<file path="config.mk">
export PLATFORM = sky130hd
export DESIGN_NAME = wdt_sleep_wake
export DESIGN_NICKNAME = d
export VERILOG_FILES = /design/src/include/wdt_pkg.sv /design/src/wdt_sleep_wake.sv
export SDC_FILE = /design/constraint.sdc
export NUM_CORES = 1
export LEC_CHECK = 0
export ABC_AREA = 1
export ABC_CLOCK_PERIOD_IN_PS = 8400
export BUFFER_PORTS_ARGS = -buffer_cell sky130_fd_sc_hd__buf_2
export CORE_MARGIN = 4
export CORE_UTILIZATION = 53
export CTS_CLUSTER_SIZE = 12
export DETAILED_ROUTE_END_ITERATION = 16
export PLACE_DENSITY_LB_ADDON = 0.05
export SLEW_MARGIN = 40
export SYNTH_ARGS = -nofsm -noshare
export SYNTH_HDL_FRONTEND = slang
export SYNTH_SLANG_ARGS = --single-unit
</file>
<file path="constraint.sdc">
create_clock -name pclk -period 8.4 [get_ports pclk]
set_clock_uncertainty 0.05 [all_clocks]
set_input_delay 1.26 -clock pclk [delete_from_list [all_inputs] [get_ports pclk]]
set_output_delay 1.26 -clock pclk [all_outputs]
set_load 0.1 [all_outputs]
</file>
<file path="src/include/wdt_pkg.sv">
/*
 * Constants, types and register map of the watchdog timer with sleep wake.
 * Assumes a 25 MHz APB clock far faster than the 31 kHz low-rate oscillator.
 */
// Notes on behaviour
// - Counts edges of the 31 kHz low-rate oscillator, 1 ms base interval.
// - Active watchdog not cleared in time while awake requests a device reset.
// - Mode 11: always active, also asleep, enable bit ignored.
// - Mode 10: active awake, disabled asleep.
// - Mode 01: enable bit decides; sleep changes nothing.
// - Enable bit used only in mode 01, ignored in 1x and 00.
// - Mode 00, or mode 01 with enable low: disabled, held cleared.
// - Period code doubles prescale, 1:64 at 00001 to 1:8388608 at 10010.
// - Codes 10011 to 11111 give the minimum 1:32 prescale.
// - Period code resets to 01011, 1:65536, about two seconds.
// - Cleared by reset, clear instruction, sleep entry, wake, osc fail, off.
// - Sleep entry clears it; if enabled asleep it counts from zero.
// - Wake clears it; crystal clocks hold it clear until start-up ends.
// - Timeout asleep wakes the core, no reset, flags record the event.
// - Internal oscillator divider changes leave the count untouched.
// - Control bits 7 and 6 read as zero.
// - Sleep entry clears power-down flag and sets timeout flag (active low).
package wdt_pkg;

    ////////////////////////////////////////////////////////////////////////
    localparam int          ADDR_W        = 12;
    localparam logic [11:0] OFF_CTRL      = 12'h000;
    localparam logic [11:0] OFF_STAT      = 12'h004;
    localparam logic [11:0] OFF_IRQ_STAT  = 12'h008;
    localparam logic [11:0] OFF_IRQ_MASK  = 12'h00C;

    // watchdog_control layout
    localparam int          CTRL_SWEN_BIT = 0;
    localparam int          CTRL_PS_LSB   = 1;
    localparam int          CTRL_PS_MSB   = 5;
    localparam int          CTRL_W        = 8;
    localparam logic [4:0]  PS_RESET      = 5'h0B;
    localparam logic [4:0]  PS_MAX_CODE   = 5'h12;
    localparam logic [4:0]  PS_MIN_CODE   = 5'h01;
    localparam logic        SWEN_RESET    = 1'h0;

    // Time base: 31 kHz oscillator, 1 ms base interval is 1:32
    localparam int          LFOSC_KHZ     = 31;
    localparam int          BASE_MS       = 1;
    localparam logic [4:0]  MIN_SHIFT     = 5'h05;
    localparam int          CNT_W         = 23;

    // Status register bits
    localparam int          STAT_TO_BIT   = 0;
    localparam int          STAT_PD_BIT   = 1;
    localparam int          STAT_SLP_BIT  = 2;
    localparam int          STAT_ACT_BIT  = 3;

    // Interrupt events
    localparam int          IRQ_W         = 2;
    localparam int          EV_WAKE_BIT   = 0;
    localparam int          EV_RESET_BIT  = 1;

    ////////////////////////////////////////////////////////////////////////
    typedef enum logic [1:0] {
        MODE_OFF   = 2'b00,
        MODE_SW    = 2'b01,
        MODE_AWAKE = 2'b10,
        MODE_ON    = 2'b11
    } cfg_mode_e;

    typedef enum logic {
        ST_AWAKE  = 1'b0,
        ST_ASLEEP = 1'b1
    } power_state_e;

    typedef struct packed {
        logic timeout_flag_n;
        logic powerdown_flag_n;
    } sleep_flags_s;

endpackage

</file>
<file path="src/wdt_sleep_wake.sv">
/*
 * Watchdog timer with sleep wake-up, APB register slave and interrupt.
 * Assumes core strobes are one-cycle pulses on pclk and that the
 * low-rate oscillator input is asynchronous and much slower than pclk.
 */
// The register addresses and the APB slave port are this design's own decisions.
`timescale 1ns/10ps
module wdt_sleep_wake
    import wdt_pkg::*;
#(
    parameter int PCLK_HZ = 25000000
)(
    // Clock, reset, enable
    input  wire logic         pclk,
    input  wire logic         presetn,
    input  wire logic         ce,
    // APB slave
    input  wire logic         psel,
    input  wire logic         penable,
    input  wire logic         pwrite,
    input  wire logic [11:0]  paddr,
    input  wire logic [31:0]  pwdata,
    output logic      [31:0]  prdata,
    output logic              pready,
    output logic              pslverr,
    // Configuration word
    input  wire cfg_mode_e    wdt_cfg_mode,
    // Core side
    input  wire logic         clear_watchdog_insn,
    input  wire logic         sleep_req,
    input  wire logic         wake_src,
    input  wire logic         osc_fail,
    input  wire logic         clk_is_crystal,
    input  wire logic         osc_startup_timer,
    // Oscillator pin
    input  wire logic         low_freq_osc,
    // Results
    output logic              wdt_reset_req,
    output logic              wake_out,
    output logic              asleep,
    output sleep_flags_s      flags,
    output logic              irq
);

    initial begin
        if (PCLK_HZ < 4 * LFOSC_KHZ * 1000) begin
            $error("pclk too slow to sample the low-rate oscillator");
        end
    end

    ////////////////////////////////////////////////////////////////////////
    // Registers and state
    logic [4:0]        period_select;
    logic              sw_watchdog_on;
    logic [IRQ_W-1:0]  irq_stat;
    logic [IRQ_W-1:0]  irq_mask;
    logic [CNT_W-1:0]  wdt_count;
    logic              osc_s1;
    logic              osc_s2;
    logic              osc_s3;
    power_state_e      state;

    logic              tick;
    logic              active;
    logic              sleep_go;
    logic              wake_go;
    logic              expire;
    logic              hold_clear;
    logic [4:0]        shift;
    logic [CNT_W-1:0]  last_count;
    logic              setup_ph;
    logic              access_done;
    logic              wr_done;
    logic              addr_ok;
    logic [31:0]       next_prdata;
    logic [IRQ_W-1:0]  events;

    ////////////////////////////////////////////////////////////////////////
    // Oscillator synchroniser; s1 feeds s2 only
    always_ff @(posedge pclk or negedge presetn) begin
        if (!presetn) begin
            osc_s1 <= 1'b0;
            osc_s2 <= 1'b0;
            osc_s3 <= 1'b0;
        end else if (ce) begin
            osc_s1 <= low_freq_osc;
            osc_s2 <= osc_s1;
            osc_s3 <= osc_s2;
        end
    end

    // One count per oscillator rising edge, detected on pclk after the synchroniser
    assign tick = osc_s2 && !osc_s3;

    ////////////////////////////////////////////////////////////////////////
    // Operating mode
    always_comb begin
        case (wdt_cfg_mode)
            MODE_ON:    active = 1'b1;
            MODE_AWAKE: active = (state == ST_AWAKE);
            MODE_SW:    active = sw_watchdog_on;
            default:    active = 1'b0;
        endcase
    end

    // Reserved codes fall back to 1:32; others double per step
    always_comb begin
        if (period_select > PS_MAX_CODE) begin
            shift = MIN_SHIFT;
        end else begin
            shift = period_select + MIN_SHIFT;
        end
    end

    assign last_count = CNT_W'((24'h000001 << shift) - 24'h000001);
    assign sleep_go   = sleep_req && (state == ST_AWAKE);
    assign expire     = active && tick && (wdt_count == last_count);
    assign wake_go    = (state == ST_ASLEEP) && (wake_src || expire);

    // Divider changes of the internal oscillator are not a clear source
    assign hold_clear = !active || clear_watchdog_insn || sleep_go
                     || wake_go || osc_fail
                     || (clk_is_crystal && osc_startup_timer);

    ////////////////////////////////////////////////////////////////////////
    // Counter; one chain for prescaler and period so a clear restarts both
    always_ff @(posedge pclk or negedge presetn) begin
        if (!presetn) begin
            wdt_count <= '0;
        end else if (ce) begin
            if (hold_clear && !expire) begin
                wdt_count <= '0;
            end else if (expire) begin
                wdt_count <= '0;
            end else if (tick) begin
                wdt_count <= wdt_count + CNT_W'(1);
            end
        end
    end

    ////////////////////////////////////////////////////////////////////////
    // Sleep state
    always_ff @(posedge pclk or negedge presetn) begin
        if (!presetn) begin
            state <= ST_AWAKE;
        end else if (ce) begin
            case (state)
                ST_AWAKE: begin
                    if (sleep_go) begin
                        state <= ST_ASLEEP;
                    end
                end
                ST_ASLEEP: begin
                    if (wake_go) begin
                        state <= ST_AWAKE;
                    end
                end
                default: state <= ST_AWAKE;
            endcase
        end
    end

    ////////////////////////////////////////////////////////////////////////
    // Timeout and power-down flags, active low
    always_ff @(posedge pclk or negedge presetn) begin
        if (!presetn) begin
            flags <= '{timeout_flag_n: 1'b1, powerdown_flag_n: 1'b1};
        end else if (ce) begin
            if (expire) begin
                flags.timeout_flag_n <= 1'b0;
            end else if (sleep_go) begin
                flags.timeout_flag_n   <= 1'b1;
                flags.powerdown_flag_n <= 1'b0;
            end else if (clear_watchdog_insn) begin
                flags.timeout_flag_n   <= 1'b1;
                flags.powerdown_flag_n <= 1'b1;
            end
        end
    end

    // Reset request only when awake; a timeout asleep wakes instead
    always_ff @(posedge pclk or negedge presetn) begin
        if (!presetn) begin
            wdt_reset_req <= 1'b0;
            wake_out      <= 1'b0;
            asleep        <= 1'b0;
        end else if (ce) begin
            wdt_reset_req <= expire && (state == ST_AWAKE);
            wake_out      <= wake_go;
            asleep        <= (state == ST_ASLEEP) && !wake_go
                          || sleep_go;
        end
    end

    ////////////////////////////////////////////////////////////////////////
    // APB: prdata and pready are set in the setup cycle, so every access
    // ends one cycle after setup; keeps all outputs on flip-flops
    assign setup_ph    = psel && !penable;
    assign access_done = psel && penable && pready;
    assign wr_done     = access_done && pwrite && !pslverr;
    assign addr_ok     = (paddr == OFF_CTRL) || (paddr == OFF_STAT)
                      || (paddr == OFF_IRQ_STAT) || (paddr == OFF_IRQ_MASK);

    always_comb begin
        next_prdata = '0;
        if (paddr == OFF_CTRL) begin
            // Bits 7 and 6 stay zero
            next_prdata[CTRL_PS_MSB:CTRL_PS_LSB] = period_select;
            next_prdata[CTRL_SWEN_BIT]           = sw_watchdog_on;
        end else if (paddr == OFF_STAT) begin
            next_prdata[STAT_TO_BIT]  = flags.timeout_flag_n;
            next_prdata[STAT_PD_BIT]  = flags.powerdown_flag_n;
            next_prdata[STAT_SLP_BIT] = (state == ST_ASLEEP);
            next_prdata[STAT_ACT_BIT] = active;
        end else if (paddr == OFF_IRQ_STAT) begin
            next_prdata[IRQ_W-1:0] = irq_stat;
        end else if (paddr == OFF_IRQ_MASK) begin
            next_prdata[IRQ_W-1:0] = irq_mask;
        end
    end

    always_ff @(posedge pclk or negedge presetn) begin
        if (!presetn) begin
            prdata  <= '0;
            pready  <= 1'b0;
            pslverr <= 1'b0;
        end else if (ce) begin
            if (setup_ph) begin
                prdata  <= pwrite ? 32'h00000000 : next_prdata;
                pready  <= 1'b1;
                pslverr <= !addr_ok;
            end else if (access_done) begin
                pready  <= 1'b0;
                pslverr <= 1'b0;
            end
        end
    end

    // Control register; the period reset value is a two-second timeout
    always_ff @(posedge pclk or negedge presetn) begin
        if (!presetn) begin
            period_select  <= PS_RESET;
            sw_watchdog_on <= SWEN_RESET;
        end else if (ce && wr_done && paddr == OFF_CTRL) begin
            period_select  <= pwdata[CTRL_PS_MSB:CTRL_PS_LSB];
            sw_watchdog_on <= pwdata[CTRL_SWEN_BIT];
        end
    end

    ////////////////////////////////////////////////////////////////////////
    // Interrupts: sticky events, write one to clear, a new event wins
    always_comb begin
        events               = '0;
        events[EV_WAKE_BIT]  = expire && (state == ST_ASLEEP);
        events[EV_RESET_BIT] = expire && (state == ST_AWAKE);
    end

    always_ff @(posedge pclk or negedge presetn) begin
        if (!presetn) begin
            irq_stat <= '0;
        end else if (ce) begin
            if (wr_done && paddr == OFF_IRQ_STAT) begin
                irq_stat <= (irq_stat & ~pwdata[IRQ_W-1:0]) | events;
            end else begin
                irq_stat <= irq_stat | events;
            end
        end
    end

    always_ff @(posedge pclk or negedge presetn) begin
        if (!presetn) begin
            irq_mask <= '0;
        end else if (ce && wr_done && paddr == OFF_IRQ_MASK) begin
            irq_mask <= pwdata[IRQ_W-1:0];
        end
    end

    always_ff @(posedge pclk or negedge presetn) begin
        if (!presetn) begin
            irq <= 1'b0;
        end else if (ce) begin
            irq <= |(irq_stat & irq_mask);
        end
    end
endmodule

</file>
Word level (Yosys, flattened, before mapping)
Cells that the tools add are included.
{"block": "word_totals", "reg_bits": 77, "latchBits": 0, "ram_bits": 0, "mem_bits_ro": 0, "input_bits": 59, "elab_cells": 106, "memories": 0}
{"block": "classes", "addsub": 3, "mul": 0, "div_mod_pow": 0, "order_cmp": 1, "eq_ne": 7, "shift": 1, "mux": 22, "bitwise_logic": 7, "n_reduce_logical": 47}
{"operator": "23-bit two-way mux", "count": 3}
{"operator": "12-bit by 4-bit == test with 1-bit output (second input constant)", "count": 2}
{"operator": "23-bit by 1-bit adder with 23-bit output (second input constant)", "count": 1}
{"operator": "23-bit == test", "count": 1}
{"operator": "1-bit by 5-bit left shift with 23-bit output (first input constant)", "count": 1}
{"operator": "23-bit by 1-bit subtractor with 23-bit output (second input constant)", "count": 1}
{"operator": "1-bit logical AND", "count": 19}
{"operator": "2-bit two-way mux", "count": 8}
{"operator": "12-bit by 3-bit == test with 1-bit output (second input constant)", "count": 1}
{"operator": "12-bit logical NOT", "count": 1}
{"operator": "1-bit logical OR", "count": 10}
{"operator": "2-bit AND reduction", "count": 4}
{"operator": "1-bit logical NOT", "count": 7}
{"operator": "1-bit two-way mux", "count": 6}
{"operator": "6-bit two-way mux", "count": 1}
{"operator": "3-bit nonzero test", "count": 2}
{"operator": "5-bit by 3-bit adder with 5-bit output (second input constant)", "count": 1}
{"operator": "5-bit > comparator (second input constant)", "count": 1}
{"operator": "5-bit two-way mux", "count": 1}
{"operator": "2-bit bitwise AND", "count": 2}
{"operator": "2-bit == test (second input constant)", "count": 2}
{"operator": "4-bit two-way mux", "count": 1}
{"operator": "2-bit OR", "count": 2}
{"operator": "2-bit nonzero test", "count": 2}
{"operator": "7 further kinds", "count": 8}

Depth between registers and ports, before layout
{"block": "logic_depth", "word_depth": 14, "mapped_depth": 32, "ltp_nobuf": 30}

Worst setup path before layout
OpenSTA, ideal clock, no wires.
{"block": "synth_path", "path_kind": "register -> register", "from": "register period_select[0]", "to": "register wdt_count[0]", "setup_ps": 117, "t_arrival_ps": 3545, "required_ps": 8233, "setup_slack_ps": 4689, "path_stages_with_launch": 32, "synth_period_minus_slack_ps": 3711, "path_cell_list": "dfstp_2 -> buf_4 -> inv_1 -> ha_1 -> inv_1 -> nand2_1 -> nand2_2 -> nand2_4 -> nand3_1 -> nand2_2 -> buf_6 -> nor2_1 -> inv_1 -> ha_1 -> o21ai_0 -> nor3b_1 -> nand2_1 -> nor2_1 -> nand3_1 -> nor2_1 -> nand2_1 -> nor2_1 -> nand2_1 -> nor2_1 -> nand3_2 -> nand2_1 -> nand2_1 -> nand2_2 -> nand2_4 -> buf_2 -> nand3_1 -> nand2_1"}
{"block": "synth_via", "elab_chain_len": 14}
{"element": "from (decl)", "line_no": "wdt_sleep_wake.sv:53", "source": "logic [4:0] period_select;"}
{"element": "from (signal assigned)", "line_no": "wdt_sleep_wake.sv:245", "source": "period_select <= pwdata[CTRL_PS_MSB:CTRL_PS_LSB];"}
{"element": "5-bit by 3-bit adder with 5-bit output / 5-bit > comparator (equally long branches)", "line_no": "wdt_sleep_wake.sv:111, wdt_sleep_wake.sv:108"}
{"element": "5-bit two-way mux *", "line_no": "wdt_sleep_wake.sv:108", "source": "if (period_select > PS_MAX_CODE) begin"}
{"element": "1-bit by 5-bit left shift with 23-bit output *", "line_no": "wdt_sleep_wake.sv:115", "source": "assign last_count = CNT_W'((24'h000001 << shift) - 24'h000001);"}
{"element": "23-bit by 1-bit subtractor with 23-bit output *", "line_no": "wdt_sleep_wake.sv:115"}
{"element": "23-bit == test *", "line_no": "wdt_sleep_wake.sv:117", "source": "assign expire = active && tick && (wdt_count == last_count);"}
{"element": "1-bit logical AND *", "line_no": "wdt_sleep_wake.sv:117"}
{"element": "1-bit logical OR", "line_no": "wdt_sleep_wake.sv:118", "source": "assign wake_go = (state == ST_ASLEEP) && (wake_src || expire);"}
{"element": "1-bit logical AND", "line_no": "wdt_sleep_wake.sv:118"}
{"element": "1-bit logical OR (2 in series)", "line_no": "wdt_sleep_wake.sv:122", "source": "|| wake_go || osc_fail"}
{"element": "1-bit logical OR", "line_no": "wdt_sleep_wake.sv:123", "source": "|| (clk_is_crystal && osc_startup_timer);"}
{"element": "1-bit logical AND", "line_no": "wdt_sleep_wake.sv:131", "source": "if (hold_clear && !expire) begin"}
{"element": "3-bit nonzero test (no source line)"}
{"element": "2-bit AND reduction (no source line)"}
{"element": "to (signal assigned)", "line_no": "wdt_sleep_wake.sv:136", "source": "wdt_count <= wdt_count + CNT_W'(1);"}
{"element": "to (decl)", "line_no": "wdt_sleep_wake.sv:57", "source": "logic [CNT_W-1:0] wdt_count;"}
Mark *: on every way between the ends. The rest lies on a longest branch, timed or not.
A chain may end at the register's enable or synchronous reset.

Worst setup path after layout
{"block": "layout_path", "from": "register period_select[0]", "to": "register wdt_count[10]"}
The elaborated chain is that of the path after synthesis.

==> out/metrics.cfg <==
[grt]
track_usage_pct = 24.28
grt_max_degree = 52
grt_pass1_vias = 4062
grt_pass1_wl_um = 19690
antenna_found_initial = 0
grt-ovfl-total = 0

[drt]
drt_iter0_drc = 230
dr.pass1.iters = 5
detail_route.vias_per_cell = 5.240
dr_total_vias = 4491
wl_per_cell_um = 14.00
routed_wirelength_um = 12000
drc_errors = 0
ant_nets = 0

[pwr]
power.internal_w = 0.0003279
power.leakage_nw = 2.483
pwr-share-seq_pct = 47.9
combPwrFrac_pct = 23.6
power_density_nw_per_um2 = 110.5
clockPowerShare_pct = 28.5
ir_drop_v = 0.00009536
p_sw_w = 0.0002092
p_sw_share_pct = 38.95

[placed_design]
place_hpwl_um = 9449
routabilityCongestion = 0.9241
dpl-instance-area_um2 = 4768
port_buffers = 46

[die]
dieArea_um2 = 10170
dieWidth_um = 100.9
rows = 33
dieHeight_um = 100.9
start_util_pct = 55.06
io_pins = 99
core_um2 = 8299

[cells_and_area]
diodes = 0
num-fill-cells = 843
final_area_um2 = 4861
area_growth_pct = 6.380
fin_util_pct = 58.57
seq_area_um2 = 1282
nets = 814
multi_input_area_um2 = 2768
drive_gt1_share_pct = 14.76

[sta]
drv_slew = 0
finalCritPeriodShare_pct = 58.45
fin_tns_setup_ns = 0
hold_viol = 0
worst_pin_slew_ns = 0.8129
fmax_mhz = 203.7
grt_setup_unrepaired = no
finalSetupViolations = 0
fin_crit_ns = 4.910
hold_slack_ns = 0.4416
maxSlewHeadroom_pct = 45.67

[synth]
postSynth.asyncResetShare_pct = 100.0
post-synth-top-area-fraction_pct = 25.19
synth_edf_count = 0
synthDistinctLibCells = 47
synth_top_area_cell = dfrtp_1
netlist_top_cells_area = dfrtp_1 25%, nand2_1 18%, nor2_1 7.1%
synthesis.area_um2 = 4569
yosysMostFrequentCell = nand2_1
seq_area_frac_synth_pct = 28.07
yosys_warnings = 0
synth_seq_cells = 51
ys.flop_type = dfrtp_1
synth_common_cells = 219 x nand2_1, 87 x nor2_1, 79 x inv_1
avgSynthCellArea_um2 = 6.427
netlist_instances = 711

[critical_path]
cpPeakStageDelay_ns = 0.68
cp.required_ns = 8.61
crit_family = simple AND/OR/NAND/NOR gates
crit_top_cell = nand2_1
worst-path-stages = 29
crit_fanout = 24
cp.arrival_ns = 5.12
critPathLaunchType = flip-flop
cp_num_buf_inv = 3
slowest_stage = dfstp_2
endpoint_kind = flip-flop
worstRegToRegCells = 29
path_class = flip-flop to flip-flop

[clock_tree]
clock_sinks = 51
cts_buffers = 5
cts_hold_buffers = 0
path_clk_slew_ns = 0.10
cts_resized = 0
cts_tree = yes
root_buffer = clkbuf_8
postCtsSetupBuffers = 0
cts_buffer_depth = 2
clock_latency_ns = 0.32
cts_htree_levels = 2

[run_status]
status = completed

[hold_path]
min_path_cells = 2
hold_path_class = flip-flop to flip-flop

[flow_run]
drv_cap = 0

==> layer usage <==
metal / routed length, um / global-route usage (%) / vias up / part of all wire (%)
li1: - / - / 2277 / -
met1: 5938 / 36.72 / 2081 / 49
met2: 5343 / 37.57 / 126 / 45
met3: 630 / 3.183 / 7 / 5.3
met4: 87 / 3.938 / 0 / 0.73
met5: 0 / 0 / - / 0
==> cell usage in the layout (no fill, tap or decap), types with 2 or more instances in the layout <==
master,instances
buf_2,46
a21oi_1,9
clkbuf_8,5
o21ai_1,3
o211ai_1,2
nor2_2,10
xnor2_1,2
o21bai_1,2
ha_1,4
inv_1,79
a32o_1,4
nor3b_1,3
nand3b_1,3
nand2_2,11
conb_1,26
nor3_1,7
nand4_2,4
dfstp_2,5
nand4_1,15
nor2_1,87
nor2_4,3
nor4_1,6
nand2_1,218
clkinv_1,3
o21ai_0,22
nand3_1,61
o2111ai_1,2
xor2_1,31
inv_2,11
dfrtp_1,46
nand2_4,3
==> area by class of cell <==
class / count / share of cell area [%]
clock buffer: 5 / 1.416
multi-input combinational: 553 / 56.94
sequential: 51 / 26.38
clock inverter: 3 / 0.4891
timing repair buffer: 47 / 4.891
tap: 105 / 2.703
inverter: 93 / 7.181
==> sequential cells by signal (all words and copies together), names as in the netlist, 2 cells and up <==
| register | flops |
|---|---|
| wdt_count | 23 |
| prdata | 6 |
| period_select | 5 |
| flags | 2 |
| irq_mask | 2 |
| irq_stat | 2 |
==> power by group through the flow <==
stage               sequential [W]  combinational [W]  clock [W]
floorplan                 0.000290          0.0000839          0
global placement          0.000262           0.000125          0
detailed placement        0.000262           0.000127          0
CTS                       0.000257           0.000126   0.000158
global route              0.000258           0.000133   0.000166
finish                    0.000257           0.000127   0.000153
==> stage by stage <==
stage | worst slack [ns] | std cells | power (W)
after floorplan | 4.689 | 736 | 0.0003742
after global placement | 3.653 | 849 | 0.0003864
after detailed placement | 3.556 | 849 | 0.0003884
after CTS | 3.530 | 857 | 0.0005416
after global routing | 3.029 | 857 | 0.0005571
final | 3.490 | 857 | 0.0005371
==> cell families (layout without fill, tap and decap cells) <==
family	count (synthesis)	in the layout	synth area share (%)
simple gates	437	437	43.21
flops	51	51	28.07
fa+ha+maj	4	4	1.095
mux	1	1	0.2464
compound gates	52	52	7.147
xor+xnor	33	33	6.325
other cells	1	26	0.08207
buf+inv	132	148	13.83
==> tightest hold or removal path, cell delays in order (launching register included) <==
cell and delay (ns):
dfrtp_1 0.36, nand2_1 0.05, nand2_1 0.05
==> worst paths after layout <==
| check | start | end | slack, ns |
|---|---|---|---|
| max | period_select[0] | wdt_count[10] | 3.49 |
| min | osc_s1 | osc_s1 | 0.44 |
| max reg2reg | period_select[0] | wdt_count[10] | 3.49 |
| min reg2reg | osc_s1 | osc_s1 | 0.44 |
| max in group asynchronous | presetn | wdt_count[14] | 6.87 |
| min in group asynchronous | presetn | asleep | 0.99 |
Power figures use the tool's default switching activity.
